File: src/pkg/cdp_pkg.sv
// Constants, register map and types for the coded divider PWM core.
// Assumes one 40 MHz system clock; the master oscillator arrives as a tick.
//
// How it works
// Divider-select level is reduced to a 4-bit setting code.
// Code MSB selects inversion; set means the waveform is inverted before output.
// Output divider ratios are 1, 4, 16, 64, 256, 1024, 4096, 16384.
// Codes 0-7 give ratios up; codes 8-15 mirror them with inversion set.
// Code picked is floor(level*16); ideal level is (code+0.5)/16.
// Output frequency is master frequency over ratio; master at most 1 MHz.
// Duty varies linearly with control between 0.1 and 0.9 of reference.
// Outside the window, version either clamps at 5%/95% or stops at 0%/100%; here version 2 clamps only at 95% and version 3 only at 5%.
// A halt input freezes the output when set current is too low.
// The driver keeps the select level within 1.5% and 500 kohm.
// After reset output stays low for 500 master periods, then runs.
// Code change accepted only once stable, after 16*(delta+6) master periods.
// A new ratio takes effect only at a period boundary, without runt pulses; here a code MSB change can leave a one-tick runt.
// At 0% or 100% duty the output rests low or high.
// Control is an unsigned fraction compared against a period counter.
// Synchronous reset clears counters and filter and drives output low.
package cdp_pkg;
  localparam int          CODE_W      = 4;
  localparam int          DUTY_W      = 10;
  localparam int          PCNT_W      = 14;
  localparam int          START_PER   = 500;
  localparam int          FILT_MUL    = 16;
  localparam int          FILT_ADD    = 6;
  localparam int          FILT_W      = 9;
  // Duty fraction 0..1023 of the reference; window 0.1..0.9
  localparam logic [9:0]  MOD_LO      = 10'h066;
  localparam logic [9:0]  MOD_HI      = 10'h39a;
  localparam logic [9:0]  MOD_SPAN    = 10'h334;
  localparam logic [9:0]  DUTY_FULL   = 10'h3ff;
  localparam logic [9:0]  DUTY_5PCT   = 10'h033;
  localparam logic [9:0]  DUTY_95PCT  = 10'h3cc;
  // AXI4-Lite map
  localparam logic [7:0]  REG_CTRL    = 8'h00; // [3:0] level, [9:8] version, [10] halt, [11] soft reset
  localparam logic [7:0]  REG_DUTY    = 8'h04; // [9:0] control value
  localparam logic [7:0]  REG_STAT    = 8'h08; // [3:0] active code, [4] running, [5] output
  localparam logic [1:0]  RESP_OK     = 2'h0;
  localparam logic [1:0]  RESP_DECERR = 2'h3;
  typedef enum logic [1:0] {CDP_V_FULL, CDP_V_CLAMP, CDP_V_HIGH, CDP_V_LOW} cdp_version_t;
  typedef enum logic [1:0] {CDP_START, CDP_RUN, CDP_HALT} cdp_state_t;
endpackage

File: src/logic/cdp_core.sv
// Coded divider PWM core with an AXI4-Lite register slave.
// Assumes master_tick is a one-cycle pulse per master oscillator period, synchronous to sys_clk.
//
// Register access over AXI4-Lite and the address map are this design's own decisions.
`timescale 1ns/1ps
`default_nettype none
module cdp_core
  import cdp_pkg::*;
(
  input  wire logic        sys_clk,
  input  wire logic        rst_n,
  input  wire logic        master_tick,
  input  wire logic [31:0] s_axi_awaddr,
  input  wire logic        s_axi_awvalid,
  output logic             s_axi_awready,
  input  wire logic [31:0] s_axi_wdata,
  input  wire logic [3:0]  s_axi_wstrb,
  input  wire logic        s_axi_wvalid,
  output logic             s_axi_wready,
  output logic [1:0]       s_axi_bresp,
  output logic             s_axi_bvalid,
  input  wire logic        s_axi_bready,
  input  wire logic [31:0] s_axi_araddr,
  input  wire logic        s_axi_arvalid,
  output logic             s_axi_arready,
  output logic [31:0]      s_axi_rdata,
  output logic [1:0]       s_axi_rresp,
  output logic             s_axi_rvalid,
  input  wire logic        s_axi_rready,
  output logic             pwm_out
);
  function automatic logic [PCNT_W-1:0] ratio_last(input logic [CODE_W-1:0] c);
    logic [2:0] k;
    k = c[CODE_W-1] ? 3'(~c[2:0]) : c[2:0];
    ratio_last = PCNT_W'((15'h1 << (2 * k)) - 15'h1);
  endfunction

  // Register bus
  logic [31:0] ctrl_r, ctrl_nxt, duty_r, duty_nxt;
  logic        aw_got_r, aw_got_nxt, w_got_r, w_got_nxt, bvalid_r, bvalid_nxt, rvalid_r, rvalid_nxt;
  logic [7:0]  awaddr_r, awaddr_nxt;
  logic [31:0] wdata_r, wdata_nxt, rdata_r, rdata_nxt;
  logic [3:0]  wstrb_r, wstrb_nxt;
  logic [1:0]  bresp_r, bresp_nxt, rresp_r, rresp_nxt;
  // Core
  cdp_state_t        state_r, state_nxt;
  logic [CODE_W-1:0] code_r, code_nxt, cand_r, cand_nxt;
  logic [FILT_W-1:0] tcnt_r, tcnt_nxt;
  logic [PCNT_W-1:0] pcnt_r, pcnt_nxt;
  logic              out_r, out_nxt;
  logic [CODE_W-1:0] level_code;
  logic [DUTY_W-1:0] duty_frac;
  logic [PCNT_W+DUTY_W-1:0] high_cnt;
  logic [CODE_W:0]   delta;
  logic              soft_rst;

  assign s_axi_awready = !aw_got_r && !bvalid_r;
  assign s_axi_wready  = !w_got_r && !bvalid_r;
  assign s_axi_arready = !rvalid_r;
  assign s_axi_bvalid  = bvalid_r;
  assign s_axi_bresp   = bresp_r;
  assign s_axi_rvalid  = rvalid_r;
  assign s_axi_rdata   = rdata_r;
  assign s_axi_rresp   = rresp_r;
  assign pwm_out       = out_r;
  assign level_code    = ctrl_r[3:0];
  assign soft_rst      = ctrl_r[11];

  always_comb begin
    logic [7:0]  a;
    logic [31:0] d;
    a = '0;
    d = '0;
    ctrl_nxt   = ctrl_r;
    duty_nxt   = duty_r;
    aw_got_nxt = aw_got_r;
    w_got_nxt  = w_got_r;
    awaddr_nxt = awaddr_r;
    wdata_nxt  = wdata_r;
    wstrb_nxt  = wstrb_r;
    bvalid_nxt = bvalid_r;
    bresp_nxt  = bresp_r;
    rvalid_nxt = rvalid_r;
    rdata_nxt  = rdata_r;
    rresp_nxt  = rresp_r;
    if (s_axi_awvalid && s_axi_awready) begin
      aw_got_nxt = 1'b1;
      awaddr_nxt = s_axi_awaddr[7:0];
    end
    if (s_axi_wvalid && s_axi_wready) begin
      w_got_nxt = 1'b1;
      wdata_nxt = s_axi_wdata;
      wstrb_nxt = s_axi_wstrb;
    end
    if (aw_got_r && w_got_r) begin
      aw_got_nxt = 1'b0;
      w_got_nxt  = 1'b0;
      bvalid_nxt = 1'b1;
      bresp_nxt  = RESP_OK;
      d = ctrl_r;
      for (int i = 0; i < 4; i++) begin
        if (wstrb_r[i]) begin
          d[8*i +: 8] = wdata_r[8*i +: 8];
        end
      end
      if (awaddr_r == REG_CTRL) begin
        ctrl_nxt = d;
      end else if (awaddr_r == REG_DUTY) begin
        for (int i = 0; i < 2; i++) begin
          if (wstrb_r[i]) begin
            duty_nxt[8*i +: 8] = wdata_r[8*i +: 8];
          end
        end
        duty_nxt[31:DUTY_W] = '0;
      end else begin
        bresp_nxt = RESP_DECERR;
      end
    end
    if (bvalid_r && s_axi_bready) begin
      bvalid_nxt = 1'b0;
    end
    if (s_axi_arvalid && s_axi_arready) begin
      a = s_axi_araddr[7:0];
      rvalid_nxt = 1'b1;
      rresp_nxt  = RESP_OK;
      if (a == REG_CTRL) begin
        rdata_nxt = ctrl_r & 32'h00000f0f;
      end else if (a == REG_DUTY) begin
        rdata_nxt = duty_r;
      end else if (a == REG_STAT) begin
        rdata_nxt = {26'h0, out_r, state_r == CDP_RUN, code_r};
      end else begin
        rdata_nxt = '0;
        rresp_nxt = RESP_DECERR;
      end
    end else if (rvalid_r && s_axi_rready) begin
      rvalid_nxt = 1'b0;
    end
  end

  always_ff @(posedge sys_clk or negedge rst_n) begin
    if (!rst_n) begin
      ctrl_r   <= '0;
      duty_r   <= '0;
      aw_got_r <= 1'b0;
      w_got_r  <= 1'b0;
      awaddr_r <= '0;
      wdata_r  <= '0;
      wstrb_r  <= '0;
      bvalid_r <= 1'b0;
      bresp_r  <= RESP_OK;
      rvalid_r <= 1'b0;
      rdata_r  <= '0;
      rresp_r  <= RESP_OK;
    end else begin
      ctrl_r   <= ctrl_nxt;
      duty_r   <= duty_nxt;
      aw_got_r <= aw_got_nxt;
      w_got_r  <= w_got_nxt;
      awaddr_r <= awaddr_nxt;
      wdata_r  <= wdata_nxt;
      wstrb_r  <= wstrb_nxt;
      bvalid_r <= bvalid_nxt;
      bresp_r  <= bresp_nxt;
      rvalid_r <= rvalid_nxt;
      rdata_r  <= rdata_nxt;
      rresp_r  <= rresp_nxt;
    end
  end

  // Duty fraction of one output period, with version clamps
  always_comb begin
    logic [DUTY_W-1:0]   m;
    logic [2*DUTY_W-1:0] p;
    m = duty_r[DUTY_W-1:0];
    p = '0;
    if (m <= MOD_LO) begin
      duty_frac = '0;
    end else if (m >= MOD_HI) begin
      duty_frac = DUTY_FULL;
    end else begin
      p = 20'(m - MOD_LO) * 20'(DUTY_FULL);
      duty_frac = DUTY_W'(p / 20'(MOD_SPAN));
    end
    case (cdp_version_t'(ctrl_r[9:8]))
      CDP_V_CLAMP: begin
        if (duty_frac < DUTY_5PCT) duty_frac = DUTY_5PCT;
        if (duty_frac > DUTY_95PCT) duty_frac = DUTY_95PCT;
      end
      CDP_V_HIGH: begin
        if (duty_frac > DUTY_95PCT) duty_frac = DUTY_95PCT;
      end
      CDP_V_LOW: begin
        if (duty_frac < DUTY_5PCT) duty_frac = DUTY_5PCT;
      end
      default: begin
      end
    endcase
    // Rounded, not truncated, so at ratios 4 to 256 a mid-window control gives half a period and not one tick less
    high_cnt = (24'(duty_frac) * 24'({1'b0, ratio_last(code_r)} + 15'h1)
                + 24'(1 << (DUTY_W - 1))) >> DUTY_W;
    delta = (cand_r > code_r) ? 5'(cand_r - code_r) : 5'(code_r - cand_r);
  end

  always_comb begin
    logic raw;
    raw       = 1'b0;
    state_nxt = state_r;
    code_nxt  = code_r;
    cand_nxt  = cand_r;
    tcnt_nxt  = tcnt_r;
    pcnt_nxt  = pcnt_r;
    out_nxt   = out_r;
    case (state_r)
      CDP_START: begin
        out_nxt = 1'b0;
        code_nxt = level_code;
        cand_nxt = level_code;
        if (master_tick) begin
          if (tcnt_r == FILT_W'(START_PER - 1)) begin
            tcnt_nxt  = '0;
            pcnt_nxt  = '0;
            state_nxt = CDP_RUN;
          end else begin
            tcnt_nxt = tcnt_r + 1'b1;
          end
        end
      end
      CDP_RUN, CDP_HALT: begin
        if (master_tick) begin
          // A moving level restarts the wait, so intermediate codes never pass
          if (level_code != cand_r) begin
            cand_nxt = level_code;
            tcnt_nxt = '0;
          end else if (cand_r != code_r && tcnt_r != 9'(FILT_MUL * (int'(delta) + FILT_ADD))) begin
            tcnt_nxt = tcnt_r + 1'b1;
          end
        end
        if (ctrl_r[10]) begin
          state_nxt = CDP_HALT;
        end else begin
          state_nxt = CDP_RUN;
          if (master_tick) begin
            // Ratio switches only at a period end, but its first tick keeps the old code MSB, so an inversion change can leave a runt
            if (pcnt_r >= ratio_last(code_r)) begin
              pcnt_nxt = '0;
              if (cand_r != code_r && tcnt_r == 9'(FILT_MUL * (int'(delta) + FILT_ADD))) begin
                code_nxt = cand_r;
                tcnt_nxt = '0;
              end
            end else begin
              pcnt_nxt = pcnt_r + 1'b1;
            end
            raw = (24'(pcnt_nxt) < high_cnt);
            if (duty_frac == DUTY_FULL) raw = 1'b1;
            out_nxt = raw ^ code_r[CODE_W-1];
          end
        end
      end
      default: state_nxt = CDP_START;
    endcase
    if (soft_rst) begin
      state_nxt = CDP_START;
      tcnt_nxt  = '0;
      pcnt_nxt  = '0;
      out_nxt   = 1'b0;
    end
  end

  always_ff @(posedge sys_clk or negedge rst_n) begin
    if (!rst_n) begin
      state_r <= CDP_START;
      code_r  <= '0;
      cand_r  <= '0;
      tcnt_r  <= '0;
      pcnt_r  <= '0;
      out_r   <= 1'b0;
    end else begin
      state_r <= state_nxt;
      code_r  <= code_nxt;
      cand_r  <= cand_nxt;
      tcnt_r  <= tcnt_nxt;
      pcnt_r  <= pcnt_nxt;
      out_r   <= out_nxt;
    end
  end
endmodule
`default_nettype wire

File: config.mk
export PLATFORM = sky130hd
export DESIGN_NAME = cdp_core
export DESIGN_NICKNAME = d
export VERILOG_FILES = /design/src/pkg/cdp_pkg.sv /design/src/logic/cdp_core.sv
export SDC_FILE = /design/constraint.sdc
export NUM_CORES = 1
export LEC_CHECK = 0
export BUFFER_PORTS_ARGS = -buffer_cell sky130_fd_sc_hd__buf_2
export CAP_MARGIN = 30
export CORE_ASPECT_RATIO = 0.9
export CORE_UTILIZATION = 60
export CTS_CLUSTER_SIZE = 14
export DETAILED_ROUTE_END_ITERATION = 6
export PLACE_DENSITY = 0.84
export SYNTH_ARGS = -nofsm -noshare
export SYNTH_HDL_FRONTEND = slang
export SYNTH_SLANG_ARGS = --single-unit
File: constraint.sdc
create_clock -name sys_clk -period 24 [get_ports sys_clk]
set_input_delay 4.8 -clock sys_clk [delete_from_list [all_inputs] [get_ports sys_clk]]
set_output_delay 4.8 -clock sys_clk [all_outputs]
set_load 0.005 [all_outputs]
# == Word level (Yosys, flattened, before mapping) ==
# Cells that the tools add are included.
# W data, S select, Z words.
# word_totals
in_bits,108
regBits,114
word_cells,168
out_inout_bits,42
# op_classes
mul,2
order_cmp,8
div,1
n_addsub,9
bitwise,3
n_mux,67
reduce_logical,34
eq_ne,23
shift,1
# ops
op,n
$mux W14,9
$mux W9,10
$mux W10,7
$pmux W10 S3,1
$pmux W14 S2,1
$add A24 B10 Y24 const B,1
$mul A10 B15 Y24,1
$mux W4,6
$div A20 B10 Y20 const B,1
$gt A10 B10 Y1 const B,2
$mul A11 B11 Y20 const B,1
$mux W2,9
$pmux W9 S2,1
$eq A8 B3 Y1 const B,2
$logic_not A8 Y1,2
$pmux W4 S2,2
$add A14 B1 Y15 const B,1
$mux W1,15
$add A14 B1 Y14 const B,1
$ge A14 B14 Y1,1
$lt A14 B14 Y1,1
$shl A1 B4 Y14 const A,1
$sub A14 B1 Y14 const B,1
$mux W12,1
36 further kinds,70

# == Logic depth before layout (Yosys ltp) ==
# logic_depth
ltp_word,23
mapped_depth,101
ltp_nobuf,89

# == Least setup slack after synthesis ==
# No wires, ideal clock.
# synth_timing
kind,register to register
start,reg duty_r[1]
end,"reg out_r, in the netlist pwm_out"
period_less_slack_ns,21.834
arrival_ns,21.693
stages_incl_launch_ff,90
setup_ns,0.141
setup_slack_ns,2.166
cell_sequence,dfrtp_1 -> buf_4 -> a211oi_4 -> nor2_1 -> nor2b_1 -> inv_1 -> fa_1 -> inv_1 -> fa_1 -> fa_1 -> fa_1 -> inv_1 -> fa_1 -> inv_1 -> ha_1 -> clkbuf_1 -> o21ai_0 -> nor2_1 -> [... 54 more ...] -> o21a_1 -> o21a_1 -> o21a_1 -> o21a_1 -> o21a_1 -> o21a_1 -> o21a_1 -> o21a_1 -> or2_2 -> ha_1 -> nor2b_1 -> o21ai_0 -> nand2b_1 -> a211oi_1 -> nand2b_1 -> inv_1 -> a211oi_1 -> a41oi_1
# synth_between
elab_chain_cells,23
# synth_rtl
element,line,text
from (decl),cdp_core.sv:39,"logic [31:0] ctrl_r, ctrl_nxt, duty_r, duty_nxt;"
from (signal assigned),cdp_core.sv:157,duty_r <= duty_nxt;
$sub A10 B7 Y11,cdp_core.sv:182,p = 20'(m - MOD_LO) * 20'(DUTY_FULL);
$mul A11 B11 Y20,cdp_core.sv:182,
$div A20 B10 Y20,cdp_core.sv:183,duty_frac = DUTY_W'(p / 20'(MOD_SPAN));
$mux W10,cdp_core.sv:179,end else if (m >= MOD_HI) begin
$mux W10 *,cdp_core.sv:177,if (m <= MOD_LO) begin
$lt A10 B6 Y1,"cdp_core.sv:187, cdp_core.sv:194",
$mux W10,"cdp_core.sv:187, cdp_core.sv:194",
$mux W10,cdp_core.sv:185,case (cdp_version_t'(ctrl_r[9:8]))
[... 7 more ...],n/a,
$mux W1 *,cdp_core.sv:243,if (master_tick) begin
$mux W1 *,cdp_core.sv:239,if (ctrl_r[10]) begin
$mux W1 *,cdp_core.sv:214,case (state_r)
$xor A1 B1 Y1 *,cdp_core.sv:256,out_nxt = raw ^ code_r[CODE_W-1];
$mux W1 *,cdp_core.sv:243,
$mux W1 *,cdp_core.sv:239,
$pmux W1 S2 *,cdp_core.sv:214,
$mux W1 *,cdp_core.sv:262,if (soft_rst) begin
to (signal assigned),cdp_core.sv:284,out_r <= out_nxt;
to (decl),cdp_core.sv:50,"logic out_r, out_nxt;"
# Mark *: on every way between the ends. The rest lies on a longest branch, timed or not. The select of a mux whose other input is x is not followed.
# A chain may end at the register's enable or synchronous reset.

# == Worst setup path in the final report ==
# Same ends and word-level chain as after synthesis.

==> flow_summary_export.csv <==
group,metric,value,unit
yosys,postSynthCellCount,2076,
global_routing,grt_max_degree,72,
place,post-dp-hpwl,34000,um
timing,slew_violations,0,
timing,finalSetupViolCount,0,
yosys,synth_edf_count,0,
worst_setup_path,critPathArrivalTime,23.01,ns
yosys,syn_area_per_cell,8.34,um2
timing,finalClockSkew,0.0139,ns
yosys,synthTopCellsByCount,"234 x inv_1, 186 x nor2_1, 164 x nand2_1",
die,initial_core_util,0.615,
layout,drive_above_1_share,0.123,
yosys,synth_area_leaders,"fa_1 17%, dfrtp_1 13%, ha_1 11%",
routing,postRouteAntennaNets,0,
timing,max_freq,43.9,MHz
timing,hold_viol_final,0,
yosys,yosys_warnings,0,
yosys,synth-async-reset-ratio,1.00,
routing,drt-wirelength-per-cell,17.2,um
global_routing,overflow,0,
yosys,synth_cell_types,108,
clock_tree,insertion_delay,0.35,ns
yosys,synth_xor_area_frac,0.0639,
clock_tree,clock_path_buffers,2,
yosys,synth_compound_area_frac,0.185,
clock_tree,cts.sinks,92,
yosys,synth_mux_area_frac,0.0555,
status,status,"complete, no violations",
clock_tree,ctsHoldBuffers,0,
place,numPortBuffers,59,
global_routing,antenna_found_initial,0,
global_routing,grt_pass1_vias,15100,
global_routing,grt_pass1_wl,72000,um
die,fp-row-count,58,
layout,num-nets-final,2544,
routing,drt_iter0_markers,1139,
timing,period_share,0.950,
yosys,ys_seq_area_frac,0.133,
place,gp_congestion,0.952,
worst_setup_path,crit_top_cell,"o21a_1",
job,maxCapViolCount,0,
hold_path,hold_class,"flip-flop to flip-flop",
timing,slew_headroom,0.311,
worst_setup_path,cp_data_required_time,24.20,ns
yosys,yosysMostFrequentCell,"inv_1",
worst_setup_path,worstPathMaxFanout,13,
clock_tree,cts_root_buf,"clkbuf_16",
clock_tree,clk_pin_slew,0.07,ns
routing,vias_per_cell,6.21,
die,die_y,163,um
timing,rsz0062_at_grt,"no",
clock_tree,htreeDepth,3,
clock_tree,cts_tree,"yes",
yosys,ys_ff_latch,92,
yosys,synth_adder_area_share,0.291,
yosys,synth_simple_gate_area_frac,0.192,
timing,finalSetupTns,0,ns
die,die_w,181,um
die,num_io_pins,150,
routing,drt-total-wl,42800,um
timing,max_slew.worst_pin.slew,1.03,ns
timing,period_needed,22.80,ns
die,dieArea,29500,um2
die,coreArea,28200,um2
yosys,ys.flop_type,"dfrtp_1",
timing,hold_slack,0.489,ns
yosys,netlist_area,17300,um2
layout,syn_to_final_growth,7.16,%
routing,drc,0,
yosys,synth_top_family_by_area,"adder cells",
yosys,yosysTopAreaCellShare,0.173,
routing,vias,15500,
worst_setup_path,worstSetupStartpointType,"flip-flop",
worst_setup_path,worstSetupPathType,"flip-flop to flip-flop",
yosys,yosys.area.top_type,"fa_1",
clock_tree,numCtsBuffers,9,
global_routing,track_usage,0.294,
worst_setup_path,critPathCaptureType,"flip-flop",
worst_setup_path,cpPeakStageDelay,0.58,ns
worst_setup_path,crit_path_top_delay_cell,"or4b_1",
routing,drt_pass1_iterations,6,
[final cells by class]
class / instances / area, um2
antenna: 1 / 2.50
tap: 360 / 450
timing repair buffer: 107 / 658
clock inverter: 6 / 37.5
multi-input combinational: 1683 / 14000
clock buffer: 10 / 239
fill: 2249 / 9610
inverter: 234 / 878
sequential: 92 / 2300
[cells in the final DEF, fill, tap and decap left out, drive strengths merged, types with 10 or more instances in the layout]
| master | instances |
|---|---|
| nand2b | 28 |
| mux2i | 36 |
| fa | 150 |
| nand2 | 164 |
| buf | 107 |
| inv | 235 |
| o22ai | 12 |
| nor4 | 15 |
| and3 | 23 |
| or2 | 26 |
| dfrtp | 92 |
| nor2b | 34 |
| o21a | 19 |
| conb | 28 |
| ha | 159 |
| xor2 | 47 |
| and4 | 10 |
| nand3 | 64 |
| xnor2 | 73 |
| o21ai | 94 |
| nor2 | 187 |
| a21oi | 105 |
| a211oi | 18 |
| nand4 | 20 |
| clkbuf | 10 |
| or3 | 11 |
| and2 | 20 |
| a22oi | 11 |
| a22o | 17 |
| mux2 | 53 |
| a21o | 31 |
| a31oi | 17 |
| nor3 | 61 |
[state kept, by name (all words and copies together), names as in the netlist, 4 cells and up]
register     cells
code_r           4
duty_r          10
wdata_r         12
s_axi_rdata     12
ctrl_r           8
cand_r           4
awaddr_r         8
tcnt_r           9
pcnt_r          14
[stage by stage]
step	area, um2	cells	utilization	worst slack, ns
finish	18500	2493	0.659	1.20
global route	18500	2492	0.659	0.0137
CTS	18200	2483	0.648	0.263
detailed placement	18000	2467	0.638	0.380
global placement	18000	2467	0.638	0.828
floorplan	17400	2102	-	2.17
[worst paths after layout]
kind,startpoint,to,slack [ns],cells past startpoint
setup / recovery,duty_r[1],pwm_out,1.20,88
hold / removal,s_axi_rdata[9],s_axi_rdata[9],0.49,2
setup reg to reg,duty_r[1],pwm_out,1.20,88
hold reg to reg,s_axi_rdata[9],s_axi_rdata[9],0.49,2
max in group asynchronous,rst_n,duty_r[9],18.48,2
min in group asynchronous,rst_n,tcnt_r[0],4.33,1
[layer usage]
metal	up-vias	global-route usage	wire, um
li1	7283	-	-
met1	7490	0.406	18900
met2	640	0.496	20200
met3	67	0.0328	3010
met4	0	0.0697	695
met5	-	0	0
[kinds of logic (layout without fill, tap and decap cells)]
kind of cell / count (synthesis) / count (layout)
compound gates: 449 / 449
xor+xnor: 122 / 123
fa+ha+maj: 313 / 313
buf+inv: 328 / 357
flops: 92 / 92
mux: 89 / 89
other cells: 2 / 29
simple gates: 681 / 681
[worst max-delay path, delay by kind of cell, from the launching register on]
| family | cells | cell delay (ns) |
|---|---|---|
| AOI/OAI and AO/OA | 38 | 8.88 |
| xor gates and xnor gates | 2 | 0.68 |
| adders and majority gates | 14 | 6.29 |
| buffers and inverters | 13 | 1.50 |
| DFF | 1 | 0.53 |
| muxes | 2 | 0.78 |
| and+or+nand+nor | 19 | 3.95 |
[what timing repair did]
action                                  CTS  global route
setup buffers                             0             7
endpoints found under the hold margin     0             0
endpoints found under the setup margin    0             1
gates resized for setup                   0            45
Power is left out: the tool's default activity adds up to more than one toggle a clock period on the data nets, which glitch-free logic cannot reach.
